--- config.mk ---
export PLATFORM = sky130hd
export DESIGN_NAME = adcsc_top
export DESIGN_NICKNAME = d
export VERILOG_FILES = /design/src/rtl/adcsc_pkg.sv /design/src/rtl/adcsc_top.sv
export VERILOG_INCLUDE_DIRS = /design/src /design/src/rtl
export SDC_FILE = /design/constraint.sdc
export NUM_CORES = 1
export LEC_CHECK = 0
export ABC_AREA = 0
export BUFFER_PORTS_ARGS = -buffer_cell sky130_fd_sc_hd__buf_2
export CAP_MARGIN = 40
export CORE_MARGIN = 2
export CORE_UTILIZATION = 50
export CTS_CLUSTER_SIZE = 28
export DETAILED_ROUTE_END_ITERATION = 12
export GPL_TIMING_DRIVEN = 0
export PLACE_DENSITY = 0.77
export SYNTH_ARGS = -nofsm -noshare
export SYNTH_HDL_FRONTEND = slang
export SYNTH_SLANG_ARGS = --single-unit
--- constraint.sdc ---
create_clock -name clk_sys -period 3.7 [get_ports clk_sys]
set_input_delay 1.11 -clock clk_sys [delete_from_list [all_inputs] [get_ports clk_sys]]
set_output_delay 1.11 -clock clk_sys [all_outputs]
set_load 0.05 [all_outputs]
--- src/rtl/adcsc_defines.svh ---
// Offsets, field positions, reset values and widths for the converter start block
`ifndef ADCSC_DEFINES_SVH
`define ADCSC_DEFINES_SVH
`define ADCSC_OFF_PERIOD 12'h000
`define ADCSC_OFF_CTRL 12'h004
`define ADCSC_OFF_TRIG 12'h008
`define ADCSC_OFF_STATUS 12'h00C
`define ADCSC_OFF_LASTREG 12'h010
`define ADCSC_PERIOD_RST 16'h0004
`define ADCSC_CTRL_ARM_BIT 0
`define ADCSC_CTRL_CLR_BIT 3
`define ADCSC_TRIG_GO_BIT 3
`define ADCSC_CTRL_REG_NUM 8'h00
`define ADCSC_CNT_W 16
`define ADCSC_NUM_CH 4
`endif

--- src/rtl/adcsc_pkg.sv ---
// Types shared by the converter start block
package adcsc_pkg;
  typedef enum logic [1:0] {
    SEQ_IDLE,
    SEQ_NUMBER,
    SEQ_WAIT_CONTENTS,
    SEQ_COMPLETE
  } adcsc_seq_t;
  typedef struct packed {
    logic [7:0] number;
    logic [7:0] contents;
  } adcsc_wr_t;
endpackage : adcsc_pkg

--- src/rtl/adcsc_top.sv ---
// Converter encode strobe, conversion-go flag and host control register loader
//
// Our own choices: the APB register port and the address map.
`timescale 1ns/10ps
`include "adcsc_defines.svh"
module adcsc_top (
  input wire logic clk_sys, // 50 MHz system clock
  input wire logic rstn, // Asynchronous reset, active low
  input wire logic psel, // APB select
  input wire logic penable, // APB access phase
  input wire logic pwrite, // APB direction
  input wire logic [11:0] paddr, // APB byte address
  input wire logic [31:0] pwdata, // APB write data
  output logic [31:0] prdata, // APB read data
  output logic pready, // APB ready
  output logic pslverr, // APB error
  input wire logic number_channel_arrived, // Channel three byte valid
  input wire logic [7:0] number_channel_data, // Channel three byte
  input wire logic contents_channel_arrived, // Channel four byte valid
  input wire logic [7:0] contents_channel_data, // Channel four byte
  input wire logic trigger_arrived, // Host trigger byte valid
  input wire logic [7:0] trigger_data, // Host trigger byte
  output logic adc_encode, // Converter encode strobe
  output logic [`ADCSC_NUM_CH-1:0] adc_convst // Per-channel conversion start
);

  // Reset release synchroniser. Assertion passes straight through so the
  // strobe and flags clear at once; release waits two edges so that no flop
  // leaves reset on a different edge from its neighbours.
  logic rst_meta_r; // First stage, read only by the second
  logic rst_sync_n_r; // Released reset copy
  always_ff @(posedge clk_sys or negedge rstn) begin
    if (!rstn) begin
      rst_meta_r <= 1'b0;
      rst_sync_n_r <= 1'b0;
    end else begin
      rst_meta_r <= 1'b1;
      rst_sync_n_r <= rst_meta_r;
    end
  end

  // Block state. The loader keeps both bytes of the last host write so
  // software can see what the host last sent, whatever its number.
  logic [`ADCSC_CNT_W-1:0] period_r; // Encode half-period limit
  logic [`ADCSC_CNT_W-1:0] enc_cnt_r; // Encode counter
  logic [7:0] ctrl_r; // Converter control word
  logic go_r; // Conversion-go flag
  adcsc_pkg::adcsc_seq_t seq_r; // Loader state
  adcsc_pkg::adcsc_wr_t wr_r; // Latched number and contents
  logic ctrl_load; // Loader completes a control write
  logic apb_wr; // APB write access
  logic apb_ctrl_wr; // APB write to control word
  logic trig_set; // Trigger request from host or APB
  logic go_clr; // Clear request for the go flag

  // Bus decode. A write lands at the edge that ends the access phase, the
  // same edge at which the master sees pready, so no write is taken twice.
  assign apb_wr = psel && penable && pwrite;
  assign apb_ctrl_wr = apb_wr && (paddr == `ADCSC_OFF_CTRL);
  // Only register number zero reaches the control word; other numbers are
  // kept in the last-write snapshot for software to inspect.
  assign ctrl_load = (seq_r == adcsc_pkg::SEQ_COMPLETE) &&
                     (wr_r.number == `ADCSC_CTRL_REG_NUM);
  // A trigger byte from the host or its APB mirror. Both are one-cycle
  // strobes; a host byte and a software write in the same cycle simply
  // merge into one set request.
  assign trig_set = (trigger_arrived && trigger_data[`ADCSC_TRIG_GO_BIT]) ||
                    (apb_wr && (paddr == `ADCSC_OFF_TRIG) &&
                     pwdata[`ADCSC_TRIG_GO_BIT]);

  // Encode counter and strobe; counter compare is inclusive of the limit,
  // so each half period lasts limit plus one clocks. A limit lowered below
  // the running count is caught by the less-than test and ends the half
  // period at once instead of wrapping through the whole counter range.
  always_ff @(posedge clk_sys or negedge rst_sync_n_r) begin
    if (!rst_sync_n_r) begin
      adc_encode <= 1'b0;
      enc_cnt_r <= '0;
    end else if (enc_cnt_r < period_r) begin
      enc_cnt_r <= enc_cnt_r + 1'b1;
    end else begin
      adc_encode <= ~adc_encode;
      enc_cnt_r <= '0;
    end
  end

  // Period limit written by software only. The running half period picks
  // up a new limit at once, so one half period of odd length may follow
  // a change; the strobe never stalls.
  always_ff @(posedge clk_sys or negedge rst_sync_n_r) begin
    if (!rst_sync_n_r) begin
      period_r <= `ADCSC_PERIOD_RST;
    end else if (apb_wr && (paddr == `ADCSC_OFF_PERIOD)) begin
      period_r <= pwdata[`ADCSC_CNT_W-1:0];
    end
  end

  // Register loader: number on channel three, then contents on channel four.
  // Pulses that arrive out of turn are dropped on purpose: a stray contents
  // byte with no number before it has no register to go to. The extra
  // number state drops a contents byte sent in the cycle right after the number.
  always_ff @(posedge clk_sys or negedge rst_sync_n_r) begin
    if (!rst_sync_n_r) begin
      seq_r <= adcsc_pkg::SEQ_IDLE;
      wr_r <= '0;
    end else begin
      unique case (seq_r)
        adcsc_pkg::SEQ_IDLE: begin
          if (number_channel_arrived) begin
            wr_r.number <= number_channel_data;
            seq_r <= adcsc_pkg::SEQ_NUMBER;
          end
        end
        adcsc_pkg::SEQ_NUMBER: begin
          seq_r <= adcsc_pkg::SEQ_WAIT_CONTENTS;
        end
        adcsc_pkg::SEQ_WAIT_CONTENTS: begin
          if (contents_channel_arrived) begin
            wr_r.contents <= contents_channel_data;
            seq_r <= adcsc_pkg::SEQ_COMPLETE;
          end
        end
        adcsc_pkg::SEQ_COMPLETE: begin
          seq_r <= adcsc_pkg::SEQ_IDLE;
        end
      endcase
    end
  end

  // Control word: loader write wins over an APB write in the same cycle.
  // The host path cannot be retried from here, hence its priority; the
  // software write that loses is dropped, though its clear bit still reaches the go flag.
  always_ff @(posedge clk_sys or negedge rst_sync_n_r) begin
    if (!rst_sync_n_r) begin
      ctrl_r <= '0;
    end else if (ctrl_load) begin
      ctrl_r <= wr_r.contents;
    end else if (apb_ctrl_wr) begin
      ctrl_r <= pwdata[7:0];
    end
  end

  // Clear request from either writer of the control word; any write with
  // the clear bit high counts, whatever else the word holds
  assign go_clr = (ctrl_load && wr_r.contents[`ADCSC_CTRL_CLR_BIT]) ||
                  (apb_ctrl_wr && pwdata[`ADCSC_CTRL_CLR_BIT]);

  // Go flag; a set arriving with a clear wins so no trigger is lost.
  // The arm bit is looked at only when a trigger arrives, so dropping the
  // arm bit later leaves a running conversion alone until a clear comes.
  always_ff @(posedge clk_sys or negedge rst_sync_n_r) begin
    if (!rst_sync_n_r) begin // Idle after reset
      go_r <= 1'b0;
    end else if (trig_set && ctrl_r[`ADCSC_CTRL_ARM_BIT]) begin
      go_r <= 1'b1;
    end else if (go_clr) begin
      go_r <= 1'b0;
    end
  end

  // All four channels start together from one flag. One flop per channel
  // keeps each start line a clean register output, so the four lines
  // leave the block with equal delay.
  genvar gi;
  generate
    for (gi = 0; gi < `ADCSC_NUM_CH; gi = gi + 1) begin : g_convst
      always_ff @(posedge clk_sys or negedge rst_sync_n_r) begin
        if (!rst_sync_n_r) begin
          adc_convst[gi] <= 1'b0;
        end else begin
          adc_convst[gi] <= go_r;
        end
      end
    end
  endgenerate

  // APB slave: one access cycle always, read data registered in the setup
  // cycle. The read word is a snapshot taken at setup, so a flag that moves
  // during the access phase shows up on the next read.
  always_ff @(posedge clk_sys or negedge rst_sync_n_r) begin
    if (!rst_sync_n_r) begin
      prdata <= '0;
      pready <= 1'b0;
      pslverr <= 1'b0;
    end else begin
      pready <= psel && !penable;
      pslverr <= 1'b0;
      prdata <= '0;
      if (psel && !penable) begin
        unique case (paddr)
          `ADCSC_OFF_PERIOD: prdata <= {16'h0000, period_r};
          `ADCSC_OFF_CTRL: prdata <= {24'h00_0000, ctrl_r};
          `ADCSC_OFF_TRIG: prdata <= 32'h0000_0000;
          `ADCSC_OFF_STATUS: prdata <= {27'h000_0000, adc_encode, go_r, 1'b0,
                                        seq_r};
          `ADCSC_OFF_LASTREG: prdata <= {16'h0000, wr_r};
          default: pslverr <= 1'b1; // Unmapped address
        endcase
      end
    end
  end

  // Checks on the encode counter and strobe. A count at or above the limit
  // must end the half period at the very next edge, even right after the
  // limit has been lowered below the running count.
  a_enc_toggle: assert property (@(posedge clk_sys) disable iff (!rst_sync_n_r)
    (enc_cnt_r >= period_r) |=> (adc_encode != $past(adc_encode)) && enc_cnt_r == '0)
    else $error("Encode strobe did not toggle at limit");
  a_enc_count: assert property (@(posedge clk_sys) disable iff (!rst_sync_n_r)
    (enc_cnt_r < period_r) |=> (enc_cnt_r == $past(enc_cnt_r) + 1'b1) &&
    $stable(adc_encode))
    else $error("Encode counter did not step by one");
  a_go_needs_arm: assert property (@(posedge clk_sys) disable iff (!rst_sync_n_r)
    $rose(go_r) |-> $past(ctrl_r[`ADCSC_CTRL_ARM_BIT]))
    else $error("Go flag set without arm bit");
  a_go_trigger: assert property (@(posedge clk_sys) disable iff (!rst_sync_n_r)
    (trig_set && ctrl_r[`ADCSC_CTRL_ARM_BIT]) |=> go_r)
    else $error("Armed trigger did not set go flag");
  a_go_clear: assert property (@(posedge clk_sys) disable iff (!rst_sync_n_r)
    (ctrl_load && wr_r.contents[`ADCSC_CTRL_CLR_BIT] && !trig_set) |=> !go_r)
    else $error("Clear bit did not clear go flag");
  a_convst_all: assert property (@(posedge clk_sys) disable iff (!rst_sync_n_r)
    ##1 adc_convst == {`ADCSC_NUM_CH{$past(go_r)}})
    else $error("Converter starts not together with go flag");
  a_number_latch: assert property (@(posedge clk_sys) disable iff (!rst_sync_n_r)
    (seq_r == adcsc_pkg::SEQ_IDLE && number_channel_arrived) |=>
    (wr_r.number == $past(number_channel_data)) ##1 seq_r == adcsc_pkg::SEQ_WAIT_CONTENTS)
    else $error("Register number not latched");
  a_contents_done: assert property (@(posedge clk_sys) disable iff (!rst_sync_n_r)
    (seq_r == adcsc_pkg::SEQ_WAIT_CONTENTS && contents_channel_arrived) |=>
    seq_r == adcsc_pkg::SEQ_COMPLETE ##1 seq_r == adcsc_pkg::SEQ_IDLE)
    else $error("Contents write did not complete and return idle");
  a_reset_hold: assert property (@(posedge clk_sys)
    !rst_sync_n_r |-> !adc_encode && enc_cnt_r == '0)
    else $error("Encode not held clear in reset");

  // Start lines in reset; checked without a disable so that the held
  // state itself is covered, not only what follows the release.
  a_convst_reset: assert property (@(posedge clk_sys)
    !rst_sync_n_r |-> adc_convst == '0)
    else $error("Converter starts not held clear in reset");

  // Go flag bookkeeping. Between a set and a clear the flag must neither
  // drop nor rise by itself, or a conversion run would stop or start
  // without the host asking for it.
  a_go_stay_set: assert property (@(posedge clk_sys) disable iff (!rst_sync_n_r)
    (go_r && !go_clr) |=> go_r)
    else $error("Go flag dropped without a clear");

  a_go_stay_clear: assert property (@(posedge clk_sys) disable iff (!rst_sync_n_r)
    (!go_r && !(trig_set && ctrl_r[`ADCSC_CTRL_ARM_BIT])) |=> !go_r)
    else $error("Go flag rose without an armed trigger");

  a_go_fall_cause: assert property (@(posedge clk_sys) disable iff (!rst_sync_n_r)
    $fell(go_r) |-> $past(go_clr))
    else $error("Go flag fell without a clear request");

  a_go_apb_clear: assert property (@(posedge clk_sys) disable iff (!rst_sync_n_r)
    (apb_ctrl_wr && pwdata[`ADCSC_CTRL_CLR_BIT] && !trig_set) |=> !go_r)
    else $error("Software clear bit did not clear go flag");

  // Register loader steps. Each state but the two waits lasts one cycle,
  // and the waits end only on their own channel's pulse.
  a_number_step: assert property (@(posedge clk_sys) disable iff (!rst_sync_n_r)
    (seq_r == adcsc_pkg::SEQ_NUMBER) |=> (seq_r == adcsc_pkg::SEQ_WAIT_CONTENTS))
    else $error("Loader did not move on to wait for contents");

  // A latched number must survive until the write completes
  a_number_hold: assert property (@(posedge clk_sys) disable iff (!rst_sync_n_r)
    (seq_r != adcsc_pkg::SEQ_IDLE) |=> (wr_r.number == $past(wr_r.number)))
    else $error("Register number changed during a write");

  a_contents_wait: assert property (@(posedge clk_sys) disable iff (!rst_sync_n_r)
    (seq_r == adcsc_pkg::SEQ_WAIT_CONTENTS && !contents_channel_arrived) |=>
    (seq_r == adcsc_pkg::SEQ_WAIT_CONTENTS))
    else $error("Loader left the contents wait without a pulse");

  a_contents_latch: assert property (@(posedge clk_sys) disable iff (!rst_sync_n_r)
    (seq_r == adcsc_pkg::SEQ_WAIT_CONTENTS && contents_channel_arrived) |=>
    (wr_r.contents == $past(contents_channel_data)))
    else $error("Register contents not latched");

  // The control word takes exactly the byte the loader holds
  a_ctrl_loaded: assert property (@(posedge clk_sys) disable iff (!rst_sync_n_r)
    ctrl_load |=> (ctrl_r == $past(wr_r.contents)))
    else $error("Control word not loaded from host contents");

  a_idle_wait: assert property (@(posedge clk_sys) disable iff (!rst_sync_n_r)
    (seq_r == adcsc_pkg::SEQ_IDLE && !number_channel_arrived) |=>
    (seq_r == adcsc_pkg::SEQ_IDLE))
    else $error("Loader left idle without a number pulse");

  a_complete_once: assert property (@(posedge clk_sys) disable iff (!rst_sync_n_r)
    (seq_r == adcsc_pkg::SEQ_COMPLETE) |=> (seq_r == adcsc_pkg::SEQ_IDLE))
    else $error("Loader did not return to idle after a write");

endmodule : adcsc_top

==> results of run 1 <==
cell usage in the layout (no fill, tap or decap), types with 2 or more instances in the layout:
cell       n
nor2_1    56
xnor2_1    8
nor3_1     3
and3_1     4
o21ai_1    2
a31oi_1    8
xor2_1     7
ha_1      20
o211ai_1   2
a21oi_1   13
mux2_2    17
conb_1    17
mux2i_1   16
dfrtp_1   79
inv_6      5
clkbuf_8   9
and4_1     2
nand2_1   41
or2_2      2
nor2b_1    6
buf_4     19
nor4_4     2
buf_2     80
clkbuf_1   5
inv_1     21
nand2b_1   4
nand3b_1   2
o21ai_0   20
nand4_1    3
nand3_1   11
a21o_1     3
state kept, by name, summed over array words and instances, names as in the netlist, 2 cells and up:
name,count
ctrl_r,8
wr_r,16
period_r,16
enc_cnt_r,16
prdata,16
seq_r,2
final timing paths:
| path | start | to | slack, ps | cells after the start |
|---|---|---|---|---|
| worst max-delay path | paddr[7] | go_r | 1220 | 6 |
| worst min-delay path | rst_sync_n_r | enc_cnt_r[13] | 260 | 0 |
| worst max register to register | enc_cnt_r[7] | enc_cnt_r[12] | 1540 | 7 |
| worst min register to register | rst_sync_n_r | enc_cnt_r[13] | 260 | 0 |
| max in group asynchronous | rst_sync_n_r | period_r[2] | 2790 | 1 |
| min in group clk_sys | rst_meta_r | rst_sync_n_r | 360 | 0 |
logic make-up after synthesis:
group | after synthesis | synth area share, %
buffers and inverters | 51 | 6.800
other | 2 | 0.1847
AND/OR/NAND/NOR | 143 | 17.35
AO/OA/AOI/OAI | 54 | 7.754
flip-flops | 81 | 49.88
adder cells (fa/ha/maj) | 20 | 6.154
XOR/XNOR | 15 | 3.231
multiplexers | 33 | 8.646
synthesized netlist by cell type, drive strengths merged, types with 3 or more instances:
cell | n | share of area, %
o21ai | 22 | 2.7
and3 | 4 | 0.62
nor3 | 3 | 0.37
nand2 | 41 | 3.8
a21oi | 13 | 1.6
ha | 20 | 6.2
nor2 | 56 | 5.2
inv | 21 | 1.9
a31oi | 8 | 1.2
clkbuf | 5 | 0.46
dfrtp | 80 | 49
mux2 | 17 | 4.7
xor2 | 7 | 1.5
nand3 | 12 | 1.8
buf | 25 | 4.4
xnor2 | 8 | 1.7
nor2b | 6 | 0.92
mux2i | 16 | 3.9
nor4 | 4 | 1.5
nand4 | 3 | 0.46
a21o | 3 | 0.55
nand2b | 4 | 0.62
layout make-up:
type                       count  area [sq um]
multi-input combinational    282          1818
buffer                        30         197.7
clock inverter                 7         57.56
clock buffer                   9         123.9
fill                         671          2969
tap                          102         127.6
timing repair buffer          76         402.9
inverter                      21         78.83
sequential                    81          2032
power by group through the flow:
stage | logic [W] | clock network (W) | registers (W)
2_1_floorplan | 0.000333 | 0 | 0.00114
3_3_place_gp | 0.000406 | 0 | 0.00116
3_5_place_dp | 0.000445 | 0 | 0.00116
4_1_cts | 0.000447 | 0.000618 | 0.00115
5_1_grt | 0.000486 | 0.000666 | 0.00116
6_report | 0.000444 | 0.000609 | 0.00115
critical path, cell delays in order:
cell and delay, ps:
buf_2 120, nor4_4 320, nand3_4 160, nor4_4 570, nand2_1 160, a32o_1 280
layer usage:
metal | part of all wire (%) | vias to the layer above
met5 | 0 | -
met1 | 41 | 1456
li1 | - | 1519
met3 | 5.1 | 13
met2 | 52 | 97
met4 | 1.8 | 0
metrics by stage:
stage	cell area (sq um)	power (W)	setup slack [ps]	hold slack, ps	std cells
6_report	4838	0.002202	1221	264.8	608
3_5_place_dp	4657	0.001609	833.1	271.8	592
2_1_floorplan	4123	0.001468	1228	331.2	414
5_1_grt	4838	0.002316	1075	297.8	608
3_3_place_gp	4626	0.001568	515.2	335.9	591
4_1_cts	4838	0.002212	1202	281.2	608
==> metrics, run 1 <==
CP required 3950 ps; post-detail-place hpwl 6944 um; Yosys warning count 0; Worst-Skew Late Latency 360 ps; CP endpoint kind register; sequential element share of the synthesized area 49.88%; post-synthesis cell area 4066 sq um; Max Buffers Root-to-Sink 2; Synth Area per Inst 10.19 sq um; final setup TNS 0 ps; GRT Residual Overflow 0; Site Rows 32; RSZ-0062 raised after global routing false; die area 8870 sq um; TritonCTS clock tree done; routed length per placed instance 14.59 um; I/O pin cnt 115; worst min-delay path class register to async pin; grt met1 use 26.07%; die width 94.18 um; PD cells 455.0 nW/um^2; antenna cells 0; Crit Path Category input port to register; largest net degree at the start of global routing 53; post-cts resize count 0; nets@finish 597; Synth async-reset ratio 100.0%; Initial Util 52.08%; Clk pwr share 27.7%; Max Slew Vio Count 0; Slew HR 61.94%; post-CTS setup buffer count 0; count of cell types in the netlist 44; number of synthesized flops with an enable pin 0; internal power 0.001503 W; Net Sw Frac 31.74%; vias in the first global route 3096; register bit count reported by yosys 81; H-tree depth 3; antenna-violating nets left 0; DR vias 3085; endpoints failing setup 0; global-route wire length before repair 14560 um; Detailed Route Iter0 Violations 149; final hold vios 0; GRT busiest layer met2; Lkg Pwr 2.495 nW; layout cells sized above 1 28.46%; Reg power frac 52.2%; Initial DRT Pass Iterations 4; CP startpoint kind input port; number of hold buffers added after CTS 0; slew at the pin with the worst max-slew slack 566.7 ps; Max Cap Viol 0; area grow syn2layout 18.98%; met2 Use GR 38.45%; outcome complete, no violations; placer congestion estimate 0.8295; TritonCTS buffer count 9; Core Footprint 7807 sq um; Post-synth top flop dfrtp_1; Comb pwr share 20.2%; M3 GR Usage 3.371%; clock skew 13.87 ps; CTS sink count 81; Tcrit/Tclk final 67.00%; Tot GR Track Use 21.44%; Die Height 94.18 um; VDD IR max 0.1617 mV; root buffer cell clkbuf_8; final wirelength 8871 um; DRC Markers 0; Vias/cell 5.074; Clk pin slew, worst setup/hold paths 90 ps; initial antenna violation count 0; Worst EP arrival 2720 ps; post-synthesis cell count 399; Fmax 403.4 MHz; min Tclk post-route 2479 ps; Core Util, Final 61.97%; Port Buf Inserts 75; critical path peak fanout 8; switching pwr 0.0006988 W
Power figures use the tool's default switching activity.
==> inputs of run 2 (changes only) <==
==> constraint.sdc (replaced) <==
create_clock -name clk_sys -period 2.4 [get_ports clk_sys]
set_input_delay 0.72 -clock clk_sys [delete_from_list [all_inputs] [get_ports clk_sys]]
set_output_delay 0.72 -clock clk_sys [all_outputs]
set_load 0.05 [all_outputs]
==> metrics, run 2 (same netlist as run 1, synthesis figures left out) <==
r2r endpoint enc_cnt_r[14] (was enc_cnt_r[12]); Die Height 94.18 um (unchanged); Fmax 455.8 MHz; RSZ-0062 raised after global routing false (unchanged); post-CTS setup buffer count 0 (unchanged); antenna cells 0 (unchanged); final hold vios 0 (unchanged); DR vias 3110 (was 3085); area grow syn2layout 18.86% (was 18.98%); nets@finish 597 (unchanged); post-cts resize count 0 (unchanged); Most common cell on crit path nor2_1 (was nor4_4); outcome complete, no violations (unchanged); number of buffers and inverters on the critical path 2 (was 1); Detailed Route Iter0 Violations 161 (was 149); most frequent cells in the layout buf_2 (80), dfrtp_1 (79), nor2_1 (56), nand2_1 (41), inv_1 (21) (unchanged); die width 94.18 um (unchanged); DRC Markers 0 (unchanged); DP Worst Slack -65.54 ps (was 833.1 ps); Max Slew Vio Count 0 (unchanged); Crit Path Category register to register (was input port to register); R2R Setup Slk 210 ps (was 1540 ps); crit-path max cell delay 400 ps (was 570 ps); Levels on crit path 8 (was 6); Crit-path slowest cell dfrtp_1 (was nor4_4); setup ws final 205.9 ps (was 1221 ps); largest net degree at the start of global routing 42 (was 53); slew at the pin with the worst max-slew slack 515.0 ps (was 566.7 ps); PD cells 702.8 nW/um^2 (was 455.0 nW/um^2); number of hold buffers added after CTS 0 (unchanged); post-detail-place hpwl 6750 um (was 6944 um); routed length per placed instance 14.41 um (was 14.59 um); TritonCTS clock tree done (unchanged); Worst-Skew Late Latency 370 ps (was 360 ps); initial antenna violation count 0 (unchanged); Site Rows 32 (unchanged); Initial DRT Pass Iterations 4 (unchanged); global-route wire length before repair 14210 um (was 14560 um); Worst EP arrival 2500 ps (was 2720 ps); crit path cell chain inv_1, ha_1, and3_1, a221oi_1, nor2_1, nand4b_2, buf_2, nor2_1 (was buf_2, nor4_4, nand3_4, nor4_4, nand2_1, a32o_1); Core Footprint 7807 sq um (unchanged); fin cells 608 (unchanged); clock skew 8.285 ps (was 13.87 ps); Clk pin slew, worst setup/hold paths 90 ps (about the same); vias in the first global route 3026 (was 3096); placer congestion estimate 0.8520 (was 0.8295); Initial Util 52.08% (unchanged); CP required 2710 ps (was 3950 ps); CP startpoint kind register (was input port); die area 8870 sq um (unchanged); final wirelength 8762 um (was 8871 um); root buffer cell clkbuf_8 (unchanged); commonest non-fill, non-tap cell in the layout buf_2 (unchanged); CP endpoint kind register (unchanged); final setup TNS 0 ps (unchanged); worst min-delay path class input port to async pin (was register to async pin); Max Buffers Root-to-Sink 2 (unchanged); I/O pin cnt 115 (unchanged); Max Cap Viol 0 (unchanged); reg2reg start period_r[6] (was enc_cnt_r[7]); Port Buf Inserts 75 (unchanged); # fillers 647 (was 671); endpoints failing setup 0 (unchanged); GRT Residual Overflow 0 (unchanged); VDD IR max 0.3513 mV (was 0.1617 mV); Placed Cells 592 (unchanged); reg2reg path depth 8 (was 7); min Tclk post-route 2194 ps; H-tree depth 3 (unchanged); Lkg Pwr 2.493 nW (was 2.495 nW); Tcrit/Tclk final 91.42%; Slew HR 65.41% (was 61.94%); critical path peak fanout 10 (was 8); TritonCTS buffer count 9 (unchanged); Vias/cell 5.115 (was 5.074); layout cells sized above 1 28.46% (unchanged); Tot GR Track Use 21.06% (was 21.44%); Core Util, Final 61.91% (was 61.97%); CTS sink count 81 (unchanged); Worst path top cell family by delay simple AND/OR/NAND/NOR gates (unchanged); antenna-violating nets left 0 (unchanged)
[run 2: cell types whose count changed in the layout (fill, tap and decap cells not counted)]
cell	previous run	this run
buf_12	0	1
buf_16	1	0
inv_6	5	4
inv_8	0	1
[run 2: layout make-up]
type                            count  area (sq um)  share of cell area, %
Tap cell                          102         127.6                  2.640
Buffer                             30         197.7                  4.090
Clock inverter                      7         60.06                  1.243
Clock buffer                        9         123.9                  2.563
Multi-Input combinational cell    282          1818                  37.61
Sequential cell                    81          2032                  42.04
Inverter                           21         78.83                  1.631
Timing Repair Buffer               76         395.4                  8.180
[run 2: worst max-delay path by stage]
stage                               end          from
after detailed placement    period_r[6]      paddr[7]
final                     enc_cnt_r[14]   period_r[6]
after global placement      period_r[6]      paddr[7]
after global routing       enc_cnt_r[0]   period_r[6]
after CTS                 enc_cnt_r[14]  enc_cnt_r[7]
after floorplan               ctrl_r[3]      paddr[1]
[run 2: report_power, final]
group,switching (W),internal [W],total [W]
clock network,0.000556,0.000397,0.000953
logic,0.000340,0.000336,0.000676
registers,0.000183,0.00159,0.00177
total,0.00108,0.00232,0.00340
[run 2: per-stage QoR]
step           cell area (sq um)  power (W)  hold slack, ps
3_3_place_gp                4627   0.002415           336.5
4_1_cts                     4833   0.003412           109.0
5_1_grt                     4833   0.003585           100.5
3_5_place_dp                4649   0.002466           313.3
6_report                    4833   0.003397           109.9
2_1_floorplan               4124   0.002263           331.1
[run 2: metal layers]
metal	GRT usage [%]	share of wire (%)	vias up
met1	25.76	42	1482
met4	9.058	1.9	0
li1	-	-	1523
met5	0	0	-
met3	4.334	5.6	14
met2	36.01	50	91
